<file path="config.mk">
export PLATFORM = sky130hd
export DESIGN_NAME = rstc_ctrl
export DESIGN_NICKNAME = d
export VERILOG_FILES = /design/src/rtl/rstc_pkg.sv /design/src/rtl/rstc_sync.sv /design/src/rtl/rstc_ctrl.sv
export VERILOG_INCLUDE_DIRS = /design/src /design/src/rtl
export SDC_FILE = /design/constraint.sdc
export NUM_CORES = 1
export LEC_CHECK = 0
export BUFFER_PORTS_ARGS = -buffer_cell sky130_fd_sc_hd__buf_2
export CORE_AREA = 2 2 159 161
export CTS_BUF_LIST = sky130_fd_sc_hd__clkbuf_4
export DETAILED_ROUTE_END_ITERATION = 8
export DIE_AREA = 0 0 161 163
export PLACE_DENSITY_LB_ADDON = 0.3
export RECOVER_POWER = 50
export SYNTH_ARGS = -nofsm -noshare
export SYNTH_HDL_FRONTEND = slang
export SYNTH_SLANG_ARGS = --single-unit
</file>
<file path="constraint.sdc">
create_clock -name clk_sys_i -period 4.8 [get_ports clk_sys_i]
set_input_delay 0.24 -clock clk_sys_i [delete_from_list [all_inputs] [get_ports clk_sys_i]]
set_output_delay 0.24 -clock clk_sys_i [all_outputs]
set_load 0.05 [all_outputs]
</file>
<file path="src/rtl/rstc_defs.svh">
// constants of the multi source reset controller: offsets, fields, resets, counts
// assumes byte addressing on the register bus, one 32-bit word per register
`ifndef RSTC_DEFS_SVH
`define RSTC_DEFS_SVH

`define RSTC_CNT_W 11
`define RSTC_CFG_W 14
`define RSTC_SRC_W 6
`define RSTC_SYNC_W 18

// release delays in cycles of the input clock and reference clock
`define RSTC_POR_DLY_CYC 11'd1024
`define RSTC_HARD_REL_CYC 11'd512
`define RSTC_SOFT_REL_CYC 11'd515

`define RSTC_OFS_STATUS 5'h00
`define RSTC_OFS_CTRL 5'h04
`define RSTC_OFS_CFG 5'h08
`define RSTC_OFS_HRCW 5'h0C
`define RSTC_OFS_HRCW_ACT 5'h10
`define RSTC_OFS_STATE 5'h14

`define RSTC_SRC_POR 0
`define RSTC_SRC_HARD 1
`define RSTC_SRC_SOFT 2
`define RSTC_SRC_WDOG 3
`define RSTC_SRC_BUSMON 4
`define RSTC_SRC_HOST 5

`define RSTC_CTRL_WDOG_EN 0
`define RSTC_CTRL_BUSMON_EN 1
`define RSTC_CTRL_HOST_CMD 2

`define RSTC_STATUS_RST 6'h01
`define RSTC_CTRL_RST 2'h0
`define RSTC_HRCW_RST 32'h00000000
`define RSTC_CFG_RST 14'h0000

`endif

</file>
<file path="src/rtl/rstc_pkg.sv">
// types of the multi source reset controller
// assumes rstc_defs.svh on the include path
`include "rstc_defs.svh"

package rstc_pkg;

	// gray along por_hold, por_wait, pll_wait, hard_rel, run
	typedef enum logic [2:0] {
		RSTC_POR_HOLD = 3'h0,
		RSTC_POR_WAIT = 3'h1,
		RSTC_PLL_WAIT = 3'h3,
		RSTC_HARD_REL = 3'h2,
		RSTC_RUN = 3'h6,
		RSTC_SOFT = 3'h7,
		RSTC_HARD_EXT = 3'h4
	} rstc_state_t;

	typedef struct packed {
		rstc_state_t state;
		logic [`RSTC_CNT_W-1:0] cnt;
		logic hard_oe;
		logic soft_oe;
		logic pll_reset;
		logic sys_reset;
		logic core_reset;
		logic armed;
		logic [`RSTC_CFG_W-1:0] cfg;
		logic [31:0] hrcw;
		logic [31:0] hrcw_act;
		logic [`RSTC_SRC_W-1:0] status;
		logic [1:0] ctrl;
		logic host_cmd;
		logic waitreq;
		logic [31:0] rdata;
	} rstc_regs_t;

endpackage

</file>
<file path="src/rtl/rstc_sync.sv">
// two flip-flop synchroniser bank for pins and foreign-domain levels
// assumes each bit is a slow level; no bus coherency between bits
`timescale 1ns/1ns

module rstc_sync #(
	parameter int W = 1,
	parameter logic [W-1:0] RST_VAL = '0
) (
	input wire logic clk_sys_i,
	input wire logic rst_n_i,
	input wire logic [W-1:0] d_i,
	output logic [W-1:0] q_o
);

	logic [W-1:0] meta;

	always_ff @(posedge clk_sys_i or negedge rst_n_i) begin
		if (!rst_n_i) begin
			meta <= RST_VAL;
			q_o <= RST_VAL;
		end else begin
			meta <= d_i;
			q_o <= meta;
		end
	end

endmodule

</file>
<file path="src/rtl/rstc_ctrl.sv">
// multi source reset controller: sequences power-on, hard and soft resets
// assumes clk_sys_i stands in for input and reference clock; pins are asynchronous
//
// Function
// - all six reset sources feed one controller choosing actions per source
// - readable status register names the source or sources of latest reset
// - power-on resets everything incl. PLL, drives both pins, samples configuration
// - clock, boot, reset mode, chip id and width choice latched at power-on only
// - soft reset pin held asserted whenever hard reset pin is asserted
// - hard reset pin is open-drain; device only pulls low or releases
// - hard reset drives both pins, resets cores, loads 32-bit configuration word
// - external soft reset accepted only while device asserts no reset
// - soft reset pin is open-drain; device only pulls low or releases
// - soft reset drives soft pin, resets cores, keeps established configuration
// - enabled watchdog reaching zero records event and starts internal hard reset
// - enabled bus monitor reaching zero starts internal hard reset
// - host command through test port starts internal soft reset
// - internal power-on reset released 1024 input clocks after pin release
// - after PLL lock, hard pin released at 512, soft at 515 clocks
//
// The placing of the registers and the Avalon-MM slave port were left to the implementer.
`timescale 1ns/1ns

module rstc_ctrl
	import rstc_pkg::*;
(
	input wire logic clk_sys_i,
	input wire logic rst_n_i,
	input wire logic power_on_reset_pin_n_i,
	input wire logic hard_reset_pin_n_i,
	output logic hard_reset_pin_n_o,
	output logic hard_reset_pin_oe_o,
	input wire logic soft_reset_pin_n_i,
	output logic soft_reset_pin_n_o,
	output logic soft_reset_pin_oe_o,
	input wire logic [`RSTC_CFG_W-1:0] cfg_pins_i,
	input wire logic system_pll_lock_i,
	input wire logic wdog_expire_i,
	input wire logic busmon_expire_i,
	input wire logic tap_soft_cmd_i,
	output logic system_pll_reset_o,
	output logic sys_reset_o,
	output logic core_reset_o,
	output logic [`RSTC_CFG_W-1:0] cfg_o,
	output logic [31:0] hrcw_o,
	input wire logic [4:0] avs_address_i,
	input wire logic avs_read_i,
	input wire logic avs_write_i,
	input wire logic [31:0] avs_writedata_i,
	input wire logic [3:0] avs_byteenable_i,
	output logic [31:0] avs_readdata_o,
	output logic avs_waitrequest_o
);

	//////////////////////////////////////////////////////////////////////////////
	// pin synchronisers

	logic [`RSTC_SYNC_W-1:0] sync_q;
	logic por_n_s;
	logic hard_n_s;
	logic soft_n_s;
	logic lock_s;
	logic [`RSTC_CFG_W-1:0] cfg_s;

	rstc_sync #(
		.W(`RSTC_SYNC_W),
		.RST_VAL({4'h6, `RSTC_CFG_RST})
	) u_sync (
		.clk_sys_i(clk_sys_i),
		.rst_n_i(rst_n_i),
		.d_i({power_on_reset_pin_n_i, hard_reset_pin_n_i, soft_reset_pin_n_i,
			system_pll_lock_i, cfg_pins_i}),
		.q_o(sync_q)
	);

	assign {por_n_s, hard_n_s, soft_n_s, lock_s, cfg_s} = sync_q;

	//////////////////////////////////////////////////////////////////////////////
	// helpers

	function automatic logic [31:0] be_merge(input logic [31:0] old,
		input logic [31:0] wd, input logic [3:0] be);
		logic [31:0] r;
		r = old;
		for (int i = 0; i < 4; i++) begin
			if (be[i]) begin
				r[i*8 +: 8] = wd[i*8 +: 8];
			end
		end
		return r;
	endfunction

	function automatic logic cnt_done(input logic [`RSTC_CNT_W-1:0] c,
		input logic [`RSTC_CNT_W-1:0] lim);
		return c == lim - `RSTC_CNT_W'(1);
	endfunction

	//////////////////////////////////////////////////////////////////////////////
	// state

	rstc_regs_t st;
	rstc_regs_t next_st;

	logic wdog_hit;
	logic busmon_hit;
	logic ext_hard_hit;
	logic ext_soft_hit;
	logic host_hit;
	logic hard_any;
	logic soft_any;
	logic bus_req;
	logic bus_take;
	logic [31:0] rd_mux;

	assign wdog_hit = wdog_expire_i && st.ctrl[`RSTC_CTRL_WDOG_EN];
	assign busmon_hit = busmon_expire_i && st.ctrl[`RSTC_CTRL_BUSMON_EN];
	// pins read only once both were seen high after our own release
	assign ext_hard_hit = !hard_n_s && st.armed;
	assign ext_soft_hit = !soft_n_s && st.armed && st.state == RSTC_RUN;
	assign host_hit = tap_soft_cmd_i || st.host_cmd;
	assign hard_any = wdog_hit || busmon_hit || ext_hard_hit;
	assign soft_any = ext_soft_hit || host_hit;
	assign bus_req = avs_read_i || avs_write_i;
	assign bus_take = bus_req && !st.waitreq;

	always_comb begin
		case (avs_address_i)
			`RSTC_OFS_STATUS: rd_mux = {26'h0000000, st.status};
			`RSTC_OFS_CTRL: rd_mux = {30'h00000000, st.ctrl};
			`RSTC_OFS_CFG: rd_mux = {18'h00000, st.cfg};
			`RSTC_OFS_HRCW: rd_mux = st.hrcw;
			`RSTC_OFS_HRCW_ACT: rd_mux = st.hrcw_act;
			`RSTC_OFS_STATE: rd_mux = {29'h00000000, st.state};
			default: rd_mux = 32'h00000000;
		endcase
	end

	always_comb begin
		next_st = st;
		next_st.host_cmd = 1'b0;

		// one wait cycle, then the request is taken
		next_st.waitreq = !(bus_req && st.waitreq);
		if (bus_req && st.waitreq) begin
			next_st.rdata = avs_read_i ? rd_mux : 32'h00000000;
		end
		if (bus_take && avs_write_i) begin
			case (avs_address_i)
				`RSTC_OFS_CTRL: begin
					if (avs_byteenable_i[0]) begin
						next_st.ctrl = avs_writedata_i[1:0];
						next_st.host_cmd = avs_writedata_i[`RSTC_CTRL_HOST_CMD];
					end
				end
				`RSTC_OFS_HRCW: next_st.hrcw = be_merge(st.hrcw, avs_writedata_i,
					avs_byteenable_i);
				default: ;
			endcase
		end

		if (hard_n_s && soft_n_s && !st.hard_oe && !st.soft_oe) begin
			next_st.armed = 1'b1;
		end
		if (st.state != rstc_state_t'(RSTC_POR_HOLD)) begin
			next_st.cnt = st.cnt + `RSTC_CNT_W'(1);
		end

		case (st.state)
			RSTC_POR_HOLD: begin
				next_st.cnt = '0;
				if (por_n_s) begin
					next_st.state = RSTC_POR_WAIT;
					next_st.cfg = cfg_s;
				end
			end
			RSTC_POR_WAIT: begin
				if (cnt_done(st.cnt, `RSTC_POR_DLY_CYC)) begin
					next_st.state = RSTC_PLL_WAIT;
					next_st.pll_reset = 1'b0;
				end
			end
			RSTC_PLL_WAIT: begin
				next_st.cnt = '0;
				if (lock_s) begin
					next_st.state = RSTC_HARD_REL;
					next_st.hrcw_act = st.hrcw;
				end
			end
			RSTC_HARD_REL: begin
				if (cnt_done(st.cnt, `RSTC_HARD_REL_CYC)) begin
					next_st.hard_oe = 1'b0;
					next_st.sys_reset = 1'b0;
				end
				if (cnt_done(st.cnt, `RSTC_SOFT_REL_CYC)) begin
					next_st.soft_oe = 1'b0;
					next_st.core_reset = 1'b0;
					next_st.state = RSTC_RUN;
				end
			end
			RSTC_HARD_EXT: begin
				next_st.cnt = '0;
				// another party pulls the pin; take over once it lets go
				if (hard_n_s) begin
					next_st.state = RSTC_HARD_REL;
					next_st.hard_oe = 1'b1;
					next_st.hrcw_act = st.hrcw;
				end
			end
			RSTC_SOFT: begin
				if (cnt_done(st.cnt, `RSTC_SOFT_REL_CYC)) begin
					next_st.soft_oe = 1'b0;
					next_st.core_reset = 1'b0;
					next_st.state = RSTC_RUN;
				end
			end
			RSTC_RUN: begin
				next_st.cnt = '0;
			end
			default: begin
				next_st.state = RSTC_POR_HOLD;
			end
		endcase

		// hard beats soft; soft runs only from the idle state
		if ((st.state == RSTC_RUN || st.state == RSTC_SOFT) && hard_any) begin
			next_st.cnt = '0;
			next_st.armed = 1'b0;
			next_st.status = '0;
			next_st.status[`RSTC_SRC_HARD] = ext_hard_hit;
			next_st.status[`RSTC_SRC_WDOG] = wdog_hit;
			next_st.status[`RSTC_SRC_BUSMON] = busmon_hit;
			next_st.soft_oe = 1'b1;
			next_st.sys_reset = 1'b1;
			next_st.core_reset = 1'b1;
			if (wdog_hit || busmon_hit) begin
				next_st.state = RSTC_HARD_REL;
				next_st.hard_oe = 1'b1;
				next_st.hrcw_act = st.hrcw;
			end else begin
				next_st.state = RSTC_HARD_EXT;
			end
		end else if (st.state == RSTC_RUN && soft_any) begin
			next_st.cnt = '0;
			next_st.armed = 1'b0;
			next_st.status = '0;
			next_st.status[`RSTC_SRC_SOFT] = ext_soft_hit;
			next_st.status[`RSTC_SRC_HOST] = host_hit;
			next_st.state = RSTC_SOFT;
			next_st.soft_oe = 1'b1;
			next_st.core_reset = 1'b1;
		end

		if (!por_n_s) begin
			next_st.state = RSTC_POR_HOLD;
			next_st.cnt = '0;
			next_st.armed = 1'b0;
			next_st.status = `RSTC_STATUS_RST;
			next_st.hard_oe = 1'b1;
			next_st.soft_oe = 1'b1;
			next_st.pll_reset = 1'b1;
			next_st.sys_reset = 1'b1;
			next_st.core_reset = 1'b1;
			next_st.ctrl = `RSTC_CTRL_RST;
			next_st.hrcw = `RSTC_HRCW_RST;
		end
	end

	always_ff @(posedge clk_sys_i or negedge rst_n_i) begin
		if (!rst_n_i) begin
			st <= '{state: RSTC_POR_HOLD, cnt: '0, hard_oe: 1'b1, soft_oe: 1'b1,
				pll_reset: 1'b1, sys_reset: 1'b1, core_reset: 1'b1, armed: 1'b0,
				cfg: `RSTC_CFG_RST, hrcw: `RSTC_HRCW_RST, hrcw_act: `RSTC_HRCW_RST,
				status: `RSTC_STATUS_RST, ctrl: `RSTC_CTRL_RST, host_cmd: 1'b0,
				waitreq: 1'b1, rdata: 32'h00000000};
		end else begin
			st <= next_st;
		end
	end

	//////////////////////////////////////////////////////////////////////////////
	// outputs

	// open drain: data is always low, only the enable moves
	assign hard_reset_pin_n_o = 1'b0;
	assign soft_reset_pin_n_o = 1'b0;
	assign hard_reset_pin_oe_o = st.hard_oe;
	assign soft_reset_pin_oe_o = st.soft_oe;
	assign system_pll_reset_o = st.pll_reset;
	assign sys_reset_o = st.sys_reset;
	assign core_reset_o = st.core_reset;
	assign cfg_o = st.cfg;
	assign hrcw_o = st.hrcw_act;
	assign avs_readdata_o = st.rdata;
	assign avs_waitrequest_o = st.waitreq;
endmodule

</file>
# Word-level counts from Yosys, hierarchy flattened
# Index checks and enable logic that the tools add are counted.
[totals]
reg_bits = 176
inputBits = 66
word_cells = 145
[classes]
add_sub_neg = 1
n_eq_ne = 35
muxes = 48
reduce_logical = 40
[ops]
columns = ["op", "n"]
rows = [
  ["two-way mux 32 bit", 8],
  ["case mux 32 bit (6 select lines)", 1],
  ["case mux 32 bit (2 select lines)", 1],
  ["two-way mux 8 bit", 5],
  ["two-way mux 14 bit", 2],
  ["inequality test 5 bit (second input constant)", 5],
  ["two-way mux 3 bit", 8],
  ["equality test 11 x 10 -> 1 bit (second input constant)", 2],
  ["two-way mux 11 bit", 2],
  ["two-way mux 20 bit", 1],
  ["inequality test 2 bit (second input constant)", 9],
  ["case mux 3 bit (6 select lines)", 1],
  ["inequality test 4 bit (second input constant)", 4],
  ["AND reduction 3 bit", 5],
  ["two-way mux 1 bit", 14],
  ["logical AND 1 bit", 13],
  ["two-way mux 6 bit", 2],
  ["adder 11 x 1 -> 11 bit (second input constant)", 1],
  ["equality test 11 x 9 -> 1 bit (second input constant)", 1],
  ["equality test 5 x 4 -> 1 bit (second input constant)", 2],
  ["equality test 5 bit (second input constant)", 2],
  ["equality test 3 bit (second input constant)", 3],
  ["inequality test 3 bit (second input constant)", 3],
  ["AND reduction 2 bit", 4],
  ["13 further kinds", 25],
]

# Depth between registers and ports, before layout
[logic_depth]
ltp_word = 8
ltp_mapped = 8

# By module
# A second synthesis with hierarchy kept.
[unflattened]
cells_unflattened = 648
hier_area_um2 = 7702.4
[by_module_without_submodules]
columns = ["module", "n_inst", "cells_per_inst", "area_per_inst_um2"]
rows = [
  ["rstc_ctrl", 1, 612, 6796.5],
  ["rstc_sync", 1, 36, 905.9],
]

# Least setup slack after synthesis
# Ideal clock, no wire load.
[synth_path]
path_type = "register to register"
start = "register st[34] in the netlist's numbering"
end = "register st (netlist bit hrcw_o[10])"
setup_time_ps = 125
t_arrival_ps = 1705
t_required_ps = 4675
slack_ps = 2971
stages_incl_launch_ff = 6
n_path_buf = 1
synth_period_minus_slack_ps = 1829
path_cell_list = "dfrtp_1 a22oi_1 o21ai_0 a32oi_1 buf_2 mux2_2"
[synth_lines]
columns = ["item", "line", "rtl"]
rows = [
  ["start, declared", "rstc_ctrl.sv:101", "rstc_regs_t st;"],
  ["start signal, assigned", "rstc_ctrl.sv:270", "st <= '{state: RSTC_POR_HOLD, cnt: '0, hard_oe: 1'b1, soft_oe: 1'b1,"],
  ["start signal, assigned", "rstc_ctrl.sv:276", "st <= next_st;"],
]

==> out/qor.yml <==
power:
  p_sw_w: 0.00114
  seqPwrFrac_pct: 53.4
  clock_power_share_pct: 24.2
  intPower_w: 0.00201
  swShare_pct: 36.2
  vdd_drop_max_mv: 0.207
  p_per_area_mw_per_mm2: 346
  p_comb_share_pct: 22.4
  leakagePower_nw: 3.88
run:
  cap_violations: 2
timing:
  tns_ns: 0
  setup_viol: 0
  rsz0062_at_grt: "false"
  period_needed_ns: 3.04
  hold_slack_ns: 0.0652
  slew_violations: 128
  hold_violations: 0
  finClkSkew_ns: 0.0188
  relSlewSlack_pct: -89.1
  worst-slew-pin-transition_ns: 2.82
  finalWorstSetupSlack_ns: 1.76
  fmax_ghz: 0.329
  min_period_over_period_pct: 63.4
grt:
  grt_pass1_wl_mm: 32.0
  grt_start_max_net_pins: 94
  grt_remaining_overflow: 0
  first_global_vias: 5633
  grt.total_usage_pct: 15.8
  antenna_found_initial: 1
setup_path:
  reg2regPathDepth: 6
  path_cells: "dlygate4sd3_1 -> clkbuf_2 -> clkbuf_2"
  cp_top_family: "buffers and inverters"
  r2r_slack_ns: 2.06
  critPathBufInv: 3
  path_common_cell: "clkbuf_2"
  critPathArrivalTime_ns: 3.59
  reg2reg_from: "st[139]$_DFFE_PN0P_"
  slowest_delay_ns: 1.68
  critPathKind: "input pin to async pin"
  cpMaxStageDelayCell: "clkbuf_2"
  r2r-end: "hrcw_o[3]$_DFF_PN0_"
  critical_path.endpoint_type: "async pin"
  required_ns: 5.35
  worstSetupStartpointType: "input pin"
  cp_max_fo: 93
layout:
  register_area_mm2: 0.00439
  syn_to_final_growth_pct: 18.4
  nFillCells: 2516
  drive_above_1_share_pct: 23.1
  final_nets: 891
  multiInputGateArea_mm2: 0.00255
  post-route-util_pct: 36.9
route:
  via_count: 5613
  wl_per_cell_um: 17.3
  drt_iter0_drc: 391
  drc: 0
  drt_pass1_iterations: 6
  avgViaCountPerCell: 4.81
  wl_mm: 20.3
  ant_nets: 0
placed_design:
  dp_hpwl_mm: 13.4
  gp_congestion: 0.822
  preCtsSetupSlack_ns: 2.07
  portBuffers: 149
worst_hold_path:
  hold_class: "input pin to flop"
  holdCritStartpoint: "avs_read_i"
  hold_path_end: "avs_readdata_o[0]$_DFFE_PN0P_"
  hold_depth: 3
outcome:
  violations: "max-capacitance violations, max-slew violations"
  status: "finished, violations left"
die:
  die-area_mm2: 0.0262
  initial_core_util_pct: 31.2
  die_y_um: 163
  die_w_um: 161
  coreArea_mm2: 0.0247
  fp-row-count: 58
  io_pins: 152
clock_network:
  cts_setup_buffers: 0
  cts-hold-fix-buffers: 77
  cts.clk_slew.worst_paths_ns: 0.14
  cts_buffers: 17
  root_buffer: "clkbuf_4"
  cts_sinks: 175
  cts_buffer_depth: 2
  ctsResizeCount: 0
  cts_tree: "yes"
  htreeDepth: 4
  clock_latency_ns: 0.58
logic_synthesis:
  synth-warning-count: 0
  synth_top_flop_cell: "dfrtp_1"
  synthArstFlopShare_pct: 100
  yosysUniqueCellTypes: 55
  synth-seq-cells: 175
  synthesis.area_mm2: 0.00770
  synth-edff-count: 0
  syn_avg_cell_area_um2: 11.2
  ys_seq_area_share_pct: 57.0
  netlist_instances: 688
power groups by stage:
stage / logic, W / registers [W] / clock network [W]
final: 0.000705 / 0.00168 / 0.000763
after global routing: 0.000755 / 0.00170 / 0.000867
after CTS: 0.000724 / 0.00168 / 0.000802
after detailed placement: 0.000688 / 0.00171 / 0
after global placement: 0.000683 / 0.00171 / 0
after floorplan: 0.000603 / 0.00166 / 0
worst max path at each step:
stage                   startpoint                   end  cells after the start
3_3_place_gp   st[139]$_DFFE_PN0P_   hrcw_o[1]$_DFF_PN0_                      6
4_1_cts        st[139]$_DFFE_PN0P_   hrcw_o[3]$_DFF_PN0_                      6
3_5_place_dp   st[139]$_DFFE_PN0P_  hrcw_o[12]$_DFF_PN0_                      6
2_1_floorplan   st[34]$_DFFE_PN0P_  hrcw_o[10]$_DFF_PN0_                      5
6_report                   rst_n_i    st[84]$_DFFE_PN0P_                      3
5_1_grt                    rst_n_i    st[86]$_DFFE_PN0P_                      3
synth_stat cells, types with 6 or more instances:
master,number,area [µm²]
nor2_1,38,143
buf_2,10,50.1
a222oi_1,9,90.1
mux2i_1,11,110
dfrtp_1,165,4130
xor2_1,6,52.6
o21ai_0,38,190
a22o_1,7,61.3
a21oi_1,27,135
nand2_1,81,304
nor4_1,7,43.8
nand3_1,32,160
mux2_2,48,541
inv_1,8,30.0
dfstp_2,10,263
clkbuf_1,25,93.8
a22oi_1,19,143
buf_4,81,608
cells by family after synthesis:
kind of cell,after synthesis,share of synthesized area [%]
other,1,0.0487
AO/OA/AOI/OAI,130,11.3
buffers and inverters,126,10.4
multiplexers,59,8.45
XOR/XNOR,10,1.14
flip-flops,175,57.0
AND/OR/NAND/NOR,184,11.3
adder cells (fa/ha/maj),3,0.455
registers in the layout (all words and copies together), names as in the netlist:
signal / count
avs_readdata_o: 32
avs_waitrequest_o: 1
cfg_o: 14
hard_reset_pin_oe_o: 1
hrcw_o: 32
soft_reset_pin_oe_o: 1
st: 56
sys_reset_o: 1
system_pll_reset_o: 1
u_sync.meta: 18
u_sync.q_o: 18
per-stage QoR:
| stage | cells | instance area (µm²) | power [W] |
|---|---|---|---|
| 2_1_floorplan | 689 | 7700 | 0.00226 |
| 3_3_place_gp | 1057 | 8200 | 0.00239 |
| 3_5_place_dp | 1057 | 8200 | 0.00240 |
| 4_1_cts | 1166 | 9200 | 0.00321 |
| 5_1_grt | 1168 | 9110 | 0.00332 |
| 6_report | 1168 | 9110 | 0.00315 |
worst min-delay path: stages:
cell and delay, ns:
buf_2 0.11, nand2_1 0.15, o21ai_0 0.11
area by class of cell:
cell class	instances	share of cell area, %
timing repair buffer	233	16.4
antenna	2	0.0549
multi-input combinational	388	27.9
inverter	8	0.329
tap	330	4.53
clock inverter	13	0.961
clock buffer	19	1.56
sequential	175	48.2
per-layer routing:
metal,track usage (%),up-vias,share of wire (%)
met5,0,-,0
met3,3.08,13,5.2
met1,22.4,2796,46
met2,24.9,185,47
met4,4.06,0,1.1
li1,-,2619,-
cells in the final DEF (no fill, tap or decap), types with 3 or more instances in the layout:
cell / netlist / final
dfrtp_1: 165 / 165
buf_2: 10 / 93
nand2_1: 81 / 81
dlygate4sd3_1: 0 / 77
clkbuf_1: 25 / 55
mux2_2: 48 / 48
o21ai_0: 38 / 38
nor2_1: 38 / 37
nand3_1: 32 / 32
a21oi_1: 27 / 27
a22oi_1: 19 / 19
clkbuf_4: 0 / 19
mux2i_1: 11 / 11
a222oi_1: 9 / 9
dfstp_2: 10 / 9
inv_1: 8 / 8
a22o_1: 7 / 7
nor4_1: 7 / 6
xor2_1: 6 / 6
buf_4: 81 / 6
inv_6: 0 / 5
nand4_1: 4 / 4
nand2b_1: 4 / 4
a221oi_1: 4 / 4
xnor2_1: 4 / 4
nor2b_1: 3 / 3
a21o_1: 3 / 3
a32o_1: 3 / 3
nor4b_1: 3 / 3
a31oi_1: 3 / 3
o31ai_1: 3 / 3
clkinv_1: 0 / 3
clkinvlp_4: 0 / 3
Power figures use the tool's default switching activity.
